File: src/rtl/audio_meta_pkg.sv
package audio_meta_pkg;

    // ========================================
    // Block geometry
    localparam int         CS_BITS    = 192;
    localparam logic [7:0] LAST_FRAME = 8'hBF;
    localparam logic [2:0] BLK_WORDS  = 3'h6;
    localparam int         MEM_AW     = 5;

    // ========================================
    // Register byte offsets
    localparam logic [6:0] CTRL_OFS   = 7'h00;
    localparam logic [6:0] TXCS_OFS   = 7'h04;
    localparam logic [6:0] IFCFG_OFS  = 7'h08;
    localparam logic [6:0] RXSTAT_OFS = 7'h0C;
    localparam logic [6:0] BLKCNT_OFS = 7'h10;
    localparam int         MEM_SEL    = 6;

    // ========================================
    // Reset values
    localparam logic [15:0] CTRL_RST  = 16'h0000;
    localparam logic [19:0] TXCS_RST  = 20'h00210;
    localparam logic [24:0] IFCFG_RST = 25'h0000000;

    // ========================================
    // Control and transmit status fields
    localparam int C_TEST = 0;
    localparam int C_NPCM = 1;
    localparam int C_COPY = 2;
    localparam int C_EMPH = 3;
    localparam int C_CAT  = 8;
    localparam int T_SRC  = 0;
    localparam int T_CHA  = 4;
    localparam int T_CHB  = 8;
    localparam int T_RATE = 12;
    localparam int T_ACC  = 14;
    localparam int T_MAX  = 16;
    localparam int T_WLEN = 17;

    // ========================================
    // Information frame configuration fields
    localparam int I_CT  = 0;
    localparam int I_CC  = 4;
    localparam int I_SF  = 7;
    localparam int I_SS  = 10;
    localparam int I_SPK = 12;
    localparam int I_LSV = 20;
    localparam int I_DM  = 24;

    // ========================================
    // Channel status bit positions
    localparam int CS_FMT  = 0;
    localparam int CS_NPCM = 1;
    localparam int CS_COPY = 2;
    localparam int CS_EMPH = 3;
    localparam int CS_MODE = 6;
    localparam int CS_CAT  = 8;
    localparam int CS_SRC  = 16;
    localparam int CS_CHN  = 20;
    localparam int CS_FS   = 24;
    localparam int CS_ACC  = 28;
    localparam int CS_MAX  = 32;
    localparam int CS_WLEN = 33;

    // ========================================
    // Channel status encodings
    localparam logic       FMT_CONSUMER = 1'h0;
    localparam logic [1:0] MODE_ZERO    = 2'h0;
    localparam logic [3:0] FS_44K1      = 4'h0;
    localparam logic [3:0] FS_48K       = 4'h4;
    localparam logic [3:0] FS_32K       = 4'hC;
    localparam logic [1:0] ACC_LVL1     = 2'h2;
    localparam logic [1:0] ACC_LVL2     = 2'h0;
    localparam logic [1:0] ACC_LVL3     = 2'h1;
    localparam logic [3:0] REFER_STREAM = 4'h0;

endpackage

File: src/rtl/cs_block_mem.sv
`timescale 1ns/1ps
module cs_block_mem (
    // Clock and reset
    input  wire logic                             clk_i,
    input  wire logic                             srst_i,
    // Write port
    input  wire logic                             we_i,
    input  wire logic [audio_meta_pkg::MEM_AW-1:0] waddr_i,
    input  wire logic [31:0]                      wdata_i,
    // Read port
    input  wire logic [audio_meta_pkg::MEM_AW-1:0] raddr_i,
    output logic      [31:0]                      rdata_o
);

    logic [31:0] mem [2**audio_meta_pkg::MEM_AW];

    always_ff @(posedge clk_i) begin
        if (we_i) begin
            mem[waddr_i] <= wdata_i;
        end
    end

    always_ff @(posedge clk_i) begin
        if (srst_i) begin
            rdata_o <= 32'h00000000;
        end else begin
            rdata_o <= mem[raddr_i];
        end
    end

endmodule

File: src/rtl/audio_meta.sv
// Function
// - Trailer after audio data: validity, user, channel status, parity in order.
// - Status bits gathered over 192 frames into one block per subframe.
// - Only bits 0 and 1 are common; later fields depend on the format flag.
// - Bit 0 zero means consumer layout, one means professional layout.
// - Bit 1 zero for linear PCM, one for any other payload.
// - Consumer mode field at bits 6-7 is sent as 00 only.
// - Rate at bits 24-27: 0000 44.1k, 0100 48k, 1100 32k.
// - Accuracy bits 28-29: 10 level I, 00 level II, 01 level III.
// - Word length code at bits 33-35 is decoded against bit 32.
// - Status bits carried on the video link default to consumer format.
// - Zero frame field means refer to stream header; use status bits instead.
// - Coding type is sent as zero unless test mode is on.
// - Coding type and channel count share frame data byte 1.
// - Channel count is zero or a code for 2 to 8 channels.
// - Sampling frequency code is sent as zero unless test mode is on.
// - Sample size code is sent as zero unless test mode is on.
// - Sampling frequency and sample size share frame data byte 2.
// - Speaker map selects one of 32 arrangements for channels 1 to 8.
// - Speaker map is carried in frame data byte 4.
// - Level shift and downmix inhibit share frame data byte 5.
// - Downmix inhibit zero permits downmix, one prohibits it.
`timescale 1ns/1ps
module audio_meta (
    // Clock and reset
    input  wire logic        clk_i,
    input  wire logic        srst_i,
    // AHB-Lite slave
    input  wire logic        hsel_i,
    input  wire logic [31:0] haddr_i,
    input  wire logic [1:0]  htrans_i,
    input  wire logic        hwrite_i,
    input  wire logic [2:0]  hsize_i,
    input  wire logic [31:0] hwdata_i,
    input  wire logic        hready_i,
    output logic      [31:0] hrdata_o,
    output logic             hreadyout_o,
    output logic             hresp_o,
    // Transmit subframe trailer
    input  wire logic        tx_req_i,
    input  wire logic        tx_sub_i,
    input  wire logic [23:0] tx_sample_i,
    input  wire logic        tx_valid_i,
    input  wire logic        tx_user_i,
    output logic      [3:0]  tx_trailer_o,
    output logic             tx_trailer_vld_o,
    output logic             tx_block_start_o,
    // Receive channel status
    input  wire logic        rx_req_i,
    input  wire logic        rx_sub_i,
    input  wire logic        rx_block_start_i,
    input  wire logic        rx_cs_i,
    output logic             rx_block_done_o,
    // Received information frame bytes
    input  wire logic [7:0]  rx_if_byte1_i,
    input  wire logic [7:0]  rx_if_byte2_i,
    // Transmit information frame bytes
    output logic      [7:0]  if_byte1_o,
    output logic      [7:0]  if_byte2_o,
    output logic      [7:0]  if_byte4_o,
    output logic      [7:0]  if_byte5_o
);

    typedef struct packed {
        logic        phase;
        logic        wr;
        logic [6:0]  addr;
        logic        rdy;
        logic [31:0] rdata;
        logic [15:0] ctrl;
        logic [19:0] txcs;
        logic [24:0] ifcfg;
        logic [7:0]  if1;
        logic [7:0]  if2;
        logic [7:0]  if4;
        logic [7:0]  if5;
        logic [7:0]  tx_frame;
        logic [3:0]  trailer;
        logic        tvld;
        logic        tbs;
        logic [7:0]  rx_frame;
        logic        synced;
        logic [31:0] sh_a;
        logic [31:0] sh_b;
        logic [31:0] st0;
        logic [31:0] st1;
        logic [31:0] dec0;
        logic [31:0] dec1;
        logic        bank;
        logic        blk_valid;
        logic [15:0] blk_cnt;
        logic        done;
    } state_t;

    state_t s;
    state_t n;

    logic                             mem_we;
    logic [audio_meta_pkg::MEM_AW-1:0] mem_waddr;
    logic [31:0]                      mem_wdata;
    logic [audio_meta_pkg::MEM_AW-1:0] mem_raddr;
    logic [31:0]                      mem_rdata;
    logic [191:0]                     cs_a;
    logic [191:0]                     cs_b;
    logic [31:0]                      rx_stat;

    // ========================================
    // Channel status encoding helpers

    function automatic logic [3:0] rate_code(input logic [1:0] sel);
        if (sel == 2'h1) begin
            return audio_meta_pkg::FS_48K;
        end else if (sel == 2'h2) begin
            return audio_meta_pkg::FS_32K;
        end
        return audio_meta_pkg::FS_44K1;
    endfunction

    function automatic logic [1:0] rate_sel(input logic [3:0] code);
        if (code == audio_meta_pkg::FS_44K1) begin
            return 2'h0;
        end else if (code == audio_meta_pkg::FS_48K) begin
            return 2'h1;
        end else if (code == audio_meta_pkg::FS_32K) begin
            return 2'h2;
        end
        return 2'h3;
    endfunction

    function automatic logic [1:0] acc_code(input logic [1:0] sel);
        if (sel == 2'h0) begin
            return audio_meta_pkg::ACC_LVL1;
        end else if (sel == 2'h2) begin
            return audio_meta_pkg::ACC_LVL3;
        end
        return audio_meta_pkg::ACC_LVL2;
    endfunction

    function automatic logic [1:0] acc_sel(input logic [1:0] code);
        if (code == audio_meta_pkg::ACC_LVL1) begin
            return 2'h0;
        end else if (code == audio_meta_pkg::ACC_LVL2) begin
            return 2'h1;
        end else if (code == audio_meta_pkg::ACC_LVL3) begin
            return 2'h2;
        end
        return 2'h3;
    endfunction

    // Returns the word length in bits, or zero when not indicated.
    function automatic logic [4:0] word_bits(input logic max24,
                                             input logic [2:0] code);
        logic [4:0] b;
        b = 5'h00;
        case (code)
            3'h5: b = 5'h18;
            3'h1: b = 5'h17;
            3'h2: b = 5'h16;
            3'h3: b = 5'h15;
            3'h4: b = 5'h14;
            default: b = 5'h00;
        endcase
        if (!max24 && b != 5'h00) begin
            b = b - 5'h04;
        end
        return b;
    endfunction

    function automatic logic [191:0] build_cs(input logic [15:0] c,
                                              input logic [19:0] t,
                                              input logic [3:0]  chn);
        logic [191:0] b;
        b = '0;
        b[audio_meta_pkg::CS_FMT] = audio_meta_pkg::FMT_CONSUMER;
        b[audio_meta_pkg::CS_NPCM] = c[audio_meta_pkg::C_NPCM];
        b[audio_meta_pkg::CS_COPY] = c[audio_meta_pkg::C_COPY];
        b[audio_meta_pkg::CS_EMPH +: 3] = c[audio_meta_pkg::C_EMPH +: 3];
        b[audio_meta_pkg::CS_MODE +: 2] = audio_meta_pkg::MODE_ZERO;
        b[audio_meta_pkg::CS_CAT +: 8] = c[audio_meta_pkg::C_CAT +: 8];
        b[audio_meta_pkg::CS_SRC +: 4] = t[audio_meta_pkg::T_SRC +: 4];
        b[audio_meta_pkg::CS_CHN +: 4] = chn;
        b[audio_meta_pkg::CS_FS +: 4] =
            rate_code(t[audio_meta_pkg::T_RATE +: 2]);
        b[audio_meta_pkg::CS_ACC +: 2] =
            acc_code(t[audio_meta_pkg::T_ACC +: 2]);
        b[audio_meta_pkg::CS_MAX] = t[audio_meta_pkg::T_MAX];
        b[audio_meta_pkg::CS_WLEN +: 3] = t[audio_meta_pkg::T_WLEN +: 3];
        return b;
    endfunction

    assign cs_a = build_cs(s.ctrl, s.txcs, s.txcs[audio_meta_pkg::T_CHA +: 4]);
    assign cs_b = build_cs(s.ctrl, s.txcs, s.txcs[audio_meta_pkg::T_CHB +: 4]);

    // ========================================
    // Receive status word

    // Consumer fields read as zero when the block is professional.
    always_comb begin
        rx_stat = 32'h00000000;
        rx_stat[0] = s.blk_valid;
        rx_stat[1] = s.dec0[audio_meta_pkg::CS_FMT];
        rx_stat[2] = s.dec0[audio_meta_pkg::CS_NPCM];
        if (!s.dec0[audio_meta_pkg::CS_FMT]) begin
            rx_stat[3] = s.dec0[audio_meta_pkg::CS_MODE +: 2] ==
                         audio_meta_pkg::MODE_ZERO;
            rx_stat[5:4] = rate_sel(s.dec0[audio_meta_pkg::CS_FS +: 4]);
            rx_stat[7:6] = acc_sel(s.dec0[audio_meta_pkg::CS_ACC +: 2]);
            rx_stat[8] = s.dec1[audio_meta_pkg::CS_MAX - 32];
            rx_stat[13:9] = word_bits(s.dec1[audio_meta_pkg::CS_MAX - 32],
                s.dec1[audio_meta_pkg::CS_WLEN - 32 +: 3]);
            rx_stat[25:22] = s.dec0[audio_meta_pkg::CS_CHN +: 4];
        end
        rx_stat[14] = rx_if_byte2_i[4:2] == 3'(audio_meta_pkg::REFER_STREAM);
        rx_stat[17:15] = rx_if_byte2_i[4:2];
        rx_stat[18] = rx_if_byte1_i[2:0] == 3'(audio_meta_pkg::REFER_STREAM);
        rx_stat[21:19] = rx_if_byte1_i[2:0];
    end

    // ========================================
    // Next state

    always_comb begin
        logic       c;
        logic       v;
        logic [7:0] f;
        logic       sy;
        logic [31:0] w;
        logic [31:0] rd;
        logic [3:0] ct;
        logic [2:0] sf;
        logic [1:0] ss;
        c = 1'h0;
        v = 1'h0;
        f = s.rx_frame;
        sy = s.synced;
        w = 32'h00000000;
        rd = 32'h00000000;
        ct = 4'h0;
        sf = 3'h0;
        ss = 2'h0;
        n = s;
        n.tvld = 1'h0;
        n.done = 1'h0;
        mem_we = 1'h0;
        mem_waddr = '0;
        mem_wdata = 32'h00000000;
        mem_raddr = {s.bank, haddr_i[5], haddr_i[4:2]};

        // Bus data phase: every transfer takes one wait state.
        if (s.phase) begin
            if (s.addr[audio_meta_pkg::MEM_SEL]) begin
                if (s.blk_valid && s.addr[4:2] < audio_meta_pkg::BLK_WORDS) begin
                    rd = mem_rdata;
                end
            end else if (s.addr == audio_meta_pkg::CTRL_OFS) begin
                rd = {16'h0000, s.ctrl};
            end else if (s.addr == audio_meta_pkg::TXCS_OFS) begin
                rd = {12'h000, s.txcs};
            end else if (s.addr == audio_meta_pkg::IFCFG_OFS) begin
                rd = {7'h00, s.ifcfg};
            end else if (s.addr == audio_meta_pkg::RXSTAT_OFS) begin
                rd = rx_stat;
            end else if (s.addr == audio_meta_pkg::BLKCNT_OFS) begin
                rd = {16'h0000, s.blk_cnt};
            end
            if (s.wr) begin
                if (s.addr == audio_meta_pkg::CTRL_OFS) begin
                    n.ctrl = hwdata_i[15:0];
                end else if (s.addr == audio_meta_pkg::TXCS_OFS) begin
                    n.txcs = hwdata_i[19:0];
                end else if (s.addr == audio_meta_pkg::IFCFG_OFS) begin
                    n.ifcfg = hwdata_i[24:0];
                end
            end
            n.rdata = s.wr ? 32'h00000000 : rd;
            n.phase = 1'h0;
            n.rdy = 1'h1;
        end
        if (hsel_i && htrans_i[1] && hready_i) begin
            n.phase = 1'h1;
            n.wr = hwrite_i;
            n.addr = haddr_i[6:0];
            n.rdy = 1'h0;
        end

        // Transmit trailer for each subframe.
        if (tx_req_i) begin
            c = tx_sub_i ? cs_b[s.tx_frame] : cs_a[s.tx_frame];
            v = tx_valid_i | s.ctrl[audio_meta_pkg::C_NPCM];
            n.trailer = {v, tx_user_i, c, ^{tx_sample_i, v, tx_user_i, c}};
            n.tvld = 1'h1;
            n.tbs = (s.tx_frame == 8'h00) && !tx_sub_i;
            if (tx_sub_i) begin
                n.tx_frame = (s.tx_frame == audio_meta_pkg::LAST_FRAME) ?
                             8'h00 : s.tx_frame + 8'h01;
            end
        end

        // Receive: collect words into the idle bank, swap at the boundary.
        if (rx_req_i) begin
            if (!rx_sub_i) begin
                if (rx_block_start_i) begin
                    f = 8'h00;
                    sy = 1'h1;
                end else if (f == 8'h00) begin
                    sy = 1'h0;
                end
            end
            w = rx_sub_i ? {rx_cs_i, s.sh_b[31:1]} : {rx_cs_i, s.sh_a[31:1]};
            if (rx_sub_i) begin
                n.sh_b = w;
            end else begin
                n.sh_a = w;
            end
            if (f[4:0] == 5'h1F) begin
                mem_we = sy;
                mem_waddr = {~s.bank, rx_sub_i, f[7:5]};
                mem_wdata = w;
                if (!rx_sub_i && f[7:5] == 3'h0) begin
                    n.st0 = w;
                end
                if (!rx_sub_i && f[7:5] == 3'h1) begin
                    n.st1 = w;
                end
            end
            if (rx_sub_i) begin
                if (f == audio_meta_pkg::LAST_FRAME) begin
                    f = 8'h00;
                    if (sy) begin
                        n.bank = ~s.bank;
                        n.dec0 = s.st0;
                        n.dec1 = s.st1;
                        n.blk_valid = 1'h1;
                        n.blk_cnt = s.blk_cnt + 16'h0001;
                        n.done = 1'h1;
                    end
                end else begin
                    f = f + 8'h01;
                end
            end
            n.rx_frame = f;
            n.synced = sy;
        end

        // Information frame bytes.
        if (s.ctrl[audio_meta_pkg::C_TEST]) begin
            ct = s.ifcfg[audio_meta_pkg::I_CT +: 4];
            sf = s.ifcfg[audio_meta_pkg::I_SF +: 3];
            ss = s.ifcfg[audio_meta_pkg::I_SS +: 2];
        end else begin
            ct = audio_meta_pkg::REFER_STREAM;
            sf = 3'(audio_meta_pkg::REFER_STREAM);
            ss = 2'(audio_meta_pkg::REFER_STREAM);
        end
        n.if1 = {ct, 1'h0, s.ifcfg[audio_meta_pkg::I_CC +: 3]};
        n.if2 = {3'h0, sf, ss};
        n.if4 = s.ifcfg[audio_meta_pkg::I_SPK +: 8];
        n.if5 = {s.ifcfg[audio_meta_pkg::I_DM],
                 s.ifcfg[audio_meta_pkg::I_LSV +: 4], 3'h0};
    end

    // ========================================
    // State register

    always_ff @(posedge clk_i) begin
        if (srst_i) begin
            s <= '0;
            s.rdy <= 1'h1;
            s.ctrl <= audio_meta_pkg::CTRL_RST;
            s.txcs <= audio_meta_pkg::TXCS_RST;
            s.ifcfg <= audio_meta_pkg::IFCFG_RST;
        end else begin
            s <= n;
        end
    end

    cs_block_mem u_mem (
        .clk_i   (clk_i),
        .srst_i  (srst_i),
        .we_i    (mem_we),
        .waddr_i (mem_waddr),
        .wdata_i (mem_wdata),
        .raddr_i (mem_raddr),
        .rdata_o (mem_rdata)
    );

    assign hrdata_o         = s.rdata;
    assign hreadyout_o      = s.rdy;
    assign hresp_o          = 1'h0;
    assign tx_trailer_o     = s.trailer;
    assign tx_trailer_vld_o = s.tvld;
    assign tx_block_start_o = s.tbs;
    assign rx_block_done_o  = s.done;
    assign if_byte1_o       = s.if1;
    assign if_byte2_o       = s.if2;
    assign if_byte4_o       = s.if4;
    assign if_byte5_o       = s.if5;

endmodule

File: config.mk
export PLATFORM = sky130hd
export DESIGN_NAME = audio_meta
export DESIGN_NICKNAME = d
export VERILOG_FILES = /design/src/rtl/audio_meta_pkg.sv /design/src/rtl/cs_block_mem.sv /design/src/rtl/audio_meta.sv
export SDC_FILE = /design/constraint.sdc
export NUM_CORES = 1
export LEC_CHECK = 0
export BUFFER_PORTS_ARGS = -buffer_cell sky130_fd_sc_hd__buf_2
export CAP_MARGIN = 20
export CORE_MARGIN = 4
export CORE_UTILIZATION = 41
export CTS_CLUSTER_SIZE = 14
export DETAILED_ROUTE_END_ITERATION = 7
export PLACE_DENSITY = 0.59
export SYNTH_ARGS = -nofsm -noshare
export SYNTH_HDL_FRONTEND = slang
export SYNTH_SLANG_ARGS = --single-unit
File: constraint.sdc
create_clock -name clk_i -period 5 [get_ports clk_i]
set_input_delay 1 -clock clk_i [delete_from_list [all_inputs] [get_ports clk_i]]
set_output_delay 1 -clock clk_i [all_outputs]
set_load 0.05 [all_outputs]
### Yosys cells after proc, flatten, opt, wreduce, memory -nomap -nowiden

Memory sizes are Yosys's and may differ from the RTL's. A register that Yosys moved wholly into a read port is not among the register bits.
Cells that the tools add are included.

* register bits: 369
* bits in writable memories: 1024
* input port bits: 122
* output and inout bits: 73
* logic and storage cells: 174
* memories kept: 1

* add/sub/neg operators: 4
* magnitude comparators: 2
* eq/ne operators: 20
* mux-type cells: 73
* bitwise gates (word level): 8
* reduce and logical (&&, ||, !) cells: 34

Memory list
* u_mem.mem: depth 32, bits a word 32, read ports 1, clocked after memory_dff 1, write ports 1, RTL line cs_block_mem.sv:15 `logic [31:0] mem [2**audio_meta_pkg::MEM_AW];`

Operators by type and width (count)
* $mux W32: 5
* $mux W26: 4
* $mux W94: 1
* $mux W83: 1
* $mux W61: 1
* $mux W25: 2
* $mux W8: 6
* $mux W45: 1
* $mux W16: 2
* $mux W31: 1
* $reduce_xor A27 Y1: 1
* $pmux W5 S5: 1
* $mux W2: 12
* $mux W1: 23
* $mux W20: 1
* $mux W5: 4
* $add A16 B1 Y16 const B: 1
* $add A8 B1 Y8 const B: 2
* $bmux W1 S8: 2
* $eq A8 B8 Y1 const B: 2
* $logic_not A8 Y1: 2
* $mux W4: 4
* $eq A7 B4 Y1 const B: 2
* $mux W11: 1
* other kinds (30): 59

### Longest topological paths before layout

* depth in word-level cells: 15
* depth in mapped cells: 13
* gate-level depth less buffers: 11

### Modules after synthesis

Synthesis repeated with hierarchy kept, for this count alone.

* cell total of the unflattened synthesis: 3282
* area, all modules: 52349.0 sq um

Modules (own cells, without submodules)
* cs_block_mem: times used 1, cells an instance 1734, area an instance 39805.7 sq um, sequential area each 31390.1 sq um
* audio_meta: times used 1, cells an instance 1548, area an instance 12543.3 sq um, sequential area each 5365.1 sq um

### Worst setup path after synthesis

Ideal clock, no wire load.

* kind: input port to flip-flop
* start point: input rx_sub_i
* end point: memory u_mem.mem[13][0], enable pin
* library setup time: 421 ps
* arrival: 4388 ps
* required time: 4579 ps
* setup slack: 191 ps
* cell stages on the path: 12
* path buffers: 3
* path through: buf_4 > nand2b_1 > clkbuf_1 > and2_1 > ha_1 > nand2_1 > nor3_1 > ha_1 > nand2_1 > or3_1 > clkbuf_1 > nor2_1

* longest elaborated chain between the ends: 7

RTL lines
* start, declared: RTL line audio_meta.sv:50 `input wire logic rx_sub_i,`
* $mux W8: RTL line audio_meta.sv:301 `if (!rx_sub_i) begin`
* $mux W8: RTL line audio_meta.sv:300 `if (rx_req_i) begin`
* $eq A5 B5 Y1: RTL line audio_meta.sv:315 `if (f[4:0] == 5'h1F) begin`
* $mux W1: RTL line audio_meta.sv:315
* $mux W1: RTL line audio_meta.sv:300
* $mux W1: RTL line cs_block_mem.sv:18 `if (we_i) begin`
* $mux W1 (not written as such): RTL line cs_block_mem.sv:19 `mem[waddr_i] <= wdata_i;`
* end, declared: RTL line cs_block_mem.sv:15

Several ways; a longest one is shown, not always the timed one. The select of a mux whose other input is x is not followed.

### Worst setup path in the final report

* start point: input rx_sub_i
* end point: memory u_mem.mem[12][1], enable pin

Same word-level chain as after synthesis.

==> metrics <==
status complete, no violations; per-cell routed wire length roughly 25 um; Die Y-Extent 364 um; Hold Violations, Final 0; critical path data required time around 5.4 ns; Rows 130; Pre-Repair DR Iteration Count 6; RSZ-0062 raised after global routing no; worst min-delay path class reg2reg; Post-CTS Setup Inserts 0; Synth area leader edfxtp_1; Die W 364 um; Clock transition at path regs roughly 0.060 ns; final WL 128,000 um; Worst Setup Start Kind primary input; Total GRT Usage 0.192; largest net degree at the start of global routing 125; max-slew violations 0; Synth top area share 0.591; share of layout cells above drive strength 1 0.259; CTS sink count ~1,300; initial antenna violation count 4; P_leak around 17 nW; Seq/Total Area, Yosys 0.706; final setup violation count 0; Place WS between 0.7 and 0.8 ns; remaining antenna violation count 0; share of flip-flops with an asynchronous set or reset 0; Vias between 20,000 and 30,000; Buffers on Ports between 100 and 150; Psw around 4.5 mW; Combinational Power Share 0.028; num ports ~200; first-pass GRT wire length around 190,000 um; slew margin rel. 0.278; final worst slack 1.45 ns; number of enable flip-flop cells after synthesis between 1,000 and 1,500; switching share of power 0.204; die area 133,000 sq um; Bufs on Longest Clock Path 3; fin crit share 0.710; Final GP Congestion between 0.8 and 0.9; clock latency on the worst-skew pair approximately 0.75 ns; CTS Buf Count 137; DRC 0; fill cell count around 11,000; CP endpoint kind flip-flop; count leader, synth edfxtp_1; Placed Cells 4,800; Pwr Total approximately 22 mW; Total Neg Setup Slack 0 ns; Worst Path Arrival 4.00 ns; Max-Cap Viols 0; Max IR drop VDD 0.314 mV; Worst Skew approximately 0.018 ns; initial core utilization 0.414; drt via density between 5 and 6; Layout Cells excl Fill 5,051; Synth Instances around 3,100; critical path class in2reg; average size of a mapped cell approximately 17 sq um; ranking of synthesized cells by area edfxtp_1 (59%), mux4_2 (14%), dfxtp_1 (12%); post-cts hold buffer count 0; CTS HTree Levels 4; CP Max Fanout 13; Core Footprint 126,000 sq um; Synth Cell Area roughly 52,000 sq um; FF+latch count, synth between 1,000 and 1,500; number of global-route vias before repair 27,500; Clock power frac 0.446; Worst Tran Pin Value 1.08 ns; sequential power share 0.526; Area Overhead vs Synth 14.7%; Synth cell types around 60; Final Core Density 0.474; DRT iter0 DRCs 2,773; CTS tree built; layout net count between 3,000 and 4,000; total grt overflow 0; post-CTS sizing 0; PwrDens 374 nW/um^2; fmax between 0.2 and 0.3 GHz; Ys Warns 0; dpl hpwl 76,600 um; top cells by count, synth edfxtp_1 (1,024), mux4_2 (325), nand2_1 (312); Period minus WS final ~3.6 ns; Top FF cell, synth edfxtp_1; Pint roughly 18 mW; CTS root buffer clkbuf_16
==> path summary, 6_finish.rpt <==
check | end | depth (start not counted) | slack, ns | startpoint
max reg2reg | u_mem.mem[12][1] | 11 | 1.65 | s[212]
max | u_mem.mem[12][1] | 13 | 1.45 | rx_sub_i
min | s[73] | 2 | 0.45 | s[73]
min reg2reg | s[73] | 2 | 0.45 | s[73]
==> through the flow <==
stage,hold slack (ns),instance area (sq um)
after detailed placement,0.447,55300
after CTS,0.444,59700
after floorplan,0.425,52100
after global placement,0.443,55300
after global routing,0.478,59700
final,0.453,59700
==> critical path, stage by stage <==
cell and delay [ns]:
buf_2 0.18, nand2b_1 0.16, and2_1 0.13, ha_1 0.20, nand2_1 0.09, nor3_1 0.20
ha_1 0.26, and2_1 0.18, nand2_1 0.10, inv_1 0.09, nand4_1 0.41, nor2_4 0.71
buf_12 0.25
==> registers in the layout, indices dropped and copies added, names as in the netlist, 3 cells and up <==
| name | flops |
|---|---|
| cs_a | 25 |
| cs_b | 4 |
| hrdata_o | 32 |
| if_byte1_o | 7 |
| if_byte2_o | 5 |
| if_byte4_o | 8 |
| if_byte5_o | 5 |
| n | 16 |
| rx_stat | 3 |
| s | 154 |
| tx_trailer_o | 4 |
| u_mem.mem | 1024 |
| u_mem.rdata_o | 32 |
==> routing by layer <==
metal  up-vias  track usage  part of all wire
met3       170       0.0377             0.064
li1      12300            -                 -
met4         0       0.0548             0.023
met1     14400        0.267              0.43
met5         -            0                 0
met2       899        0.311              0.48
==> cell families (layout without fill, tap and decap cells) <==
group | count (synthesis) | after routing | share of synthesized area
adders and majority gates | 9 | 9 | 0.00216
other | 1 | 10 | 0.0000720
DFF | 1324 | 1324 | 0.706
buffers and inverters | 286 | 554 | 0.0259
and+or+nand+nor | 700 | 700 | 0.0583
muxes | 437 | 437 | 0.163
AOI/OAI and AO/OA | 319 | 319 | 0.0366
xor gates and xnor gates | 48 | 48 | 0.00860
==> placed cells by master, fill, tap and decap left out, types with 23 or more instances in the layout <==
cell and instances:
a21oi_1 195, mux2i_1 95, mux4_2 325, a211oi_1 23, dfxtp_1 298, clkbuf_16 143
xnor2_1 29, clkinv_1 28, nor2b_1 27, inv_1 23, nor2_1 173, clkbuf_1 34
nand3_1 26, buf_4 122, buf_2 135, edfxtp_1 1024, nor2_4 32, nand2_1 311
==> power by group through the flow <==
stage | clock network [mW] | registers (mW) | logic, mW
3_3_place_gp | 0 | 12.0 | 0.630
3_5_place_dp | 0 | 12.0 | 0.629
4_1_cts | 10.2 | 11.7 | 0.630
2_1_floorplan | 0 | 12.0 | 0.446
5_1_grt | 10.7 | 11.7 | 0.668
6_report | 9.96 | 11.7 | 0.621
==> final cells by class <==
class | count | area (sq um) | area share
Antenna cell | 2 | 5.00 | 0.0000838
Clock inverter | 59 | 526 | 0.00880
Clock buffer | 188 | 3860 | 0.0646
Multi-Input combinational cell | 1521 | 14300 | 0.240
Sequential cell | 1324 | 36800 | 0.616
Timing Repair Buffer | 283 | 2090 | 0.0350
Tap cell | 1650 | 2060 | 0.0346
Inverter | 24 | 90.1 | 0.00151
(Power assumes the default switching activity.)
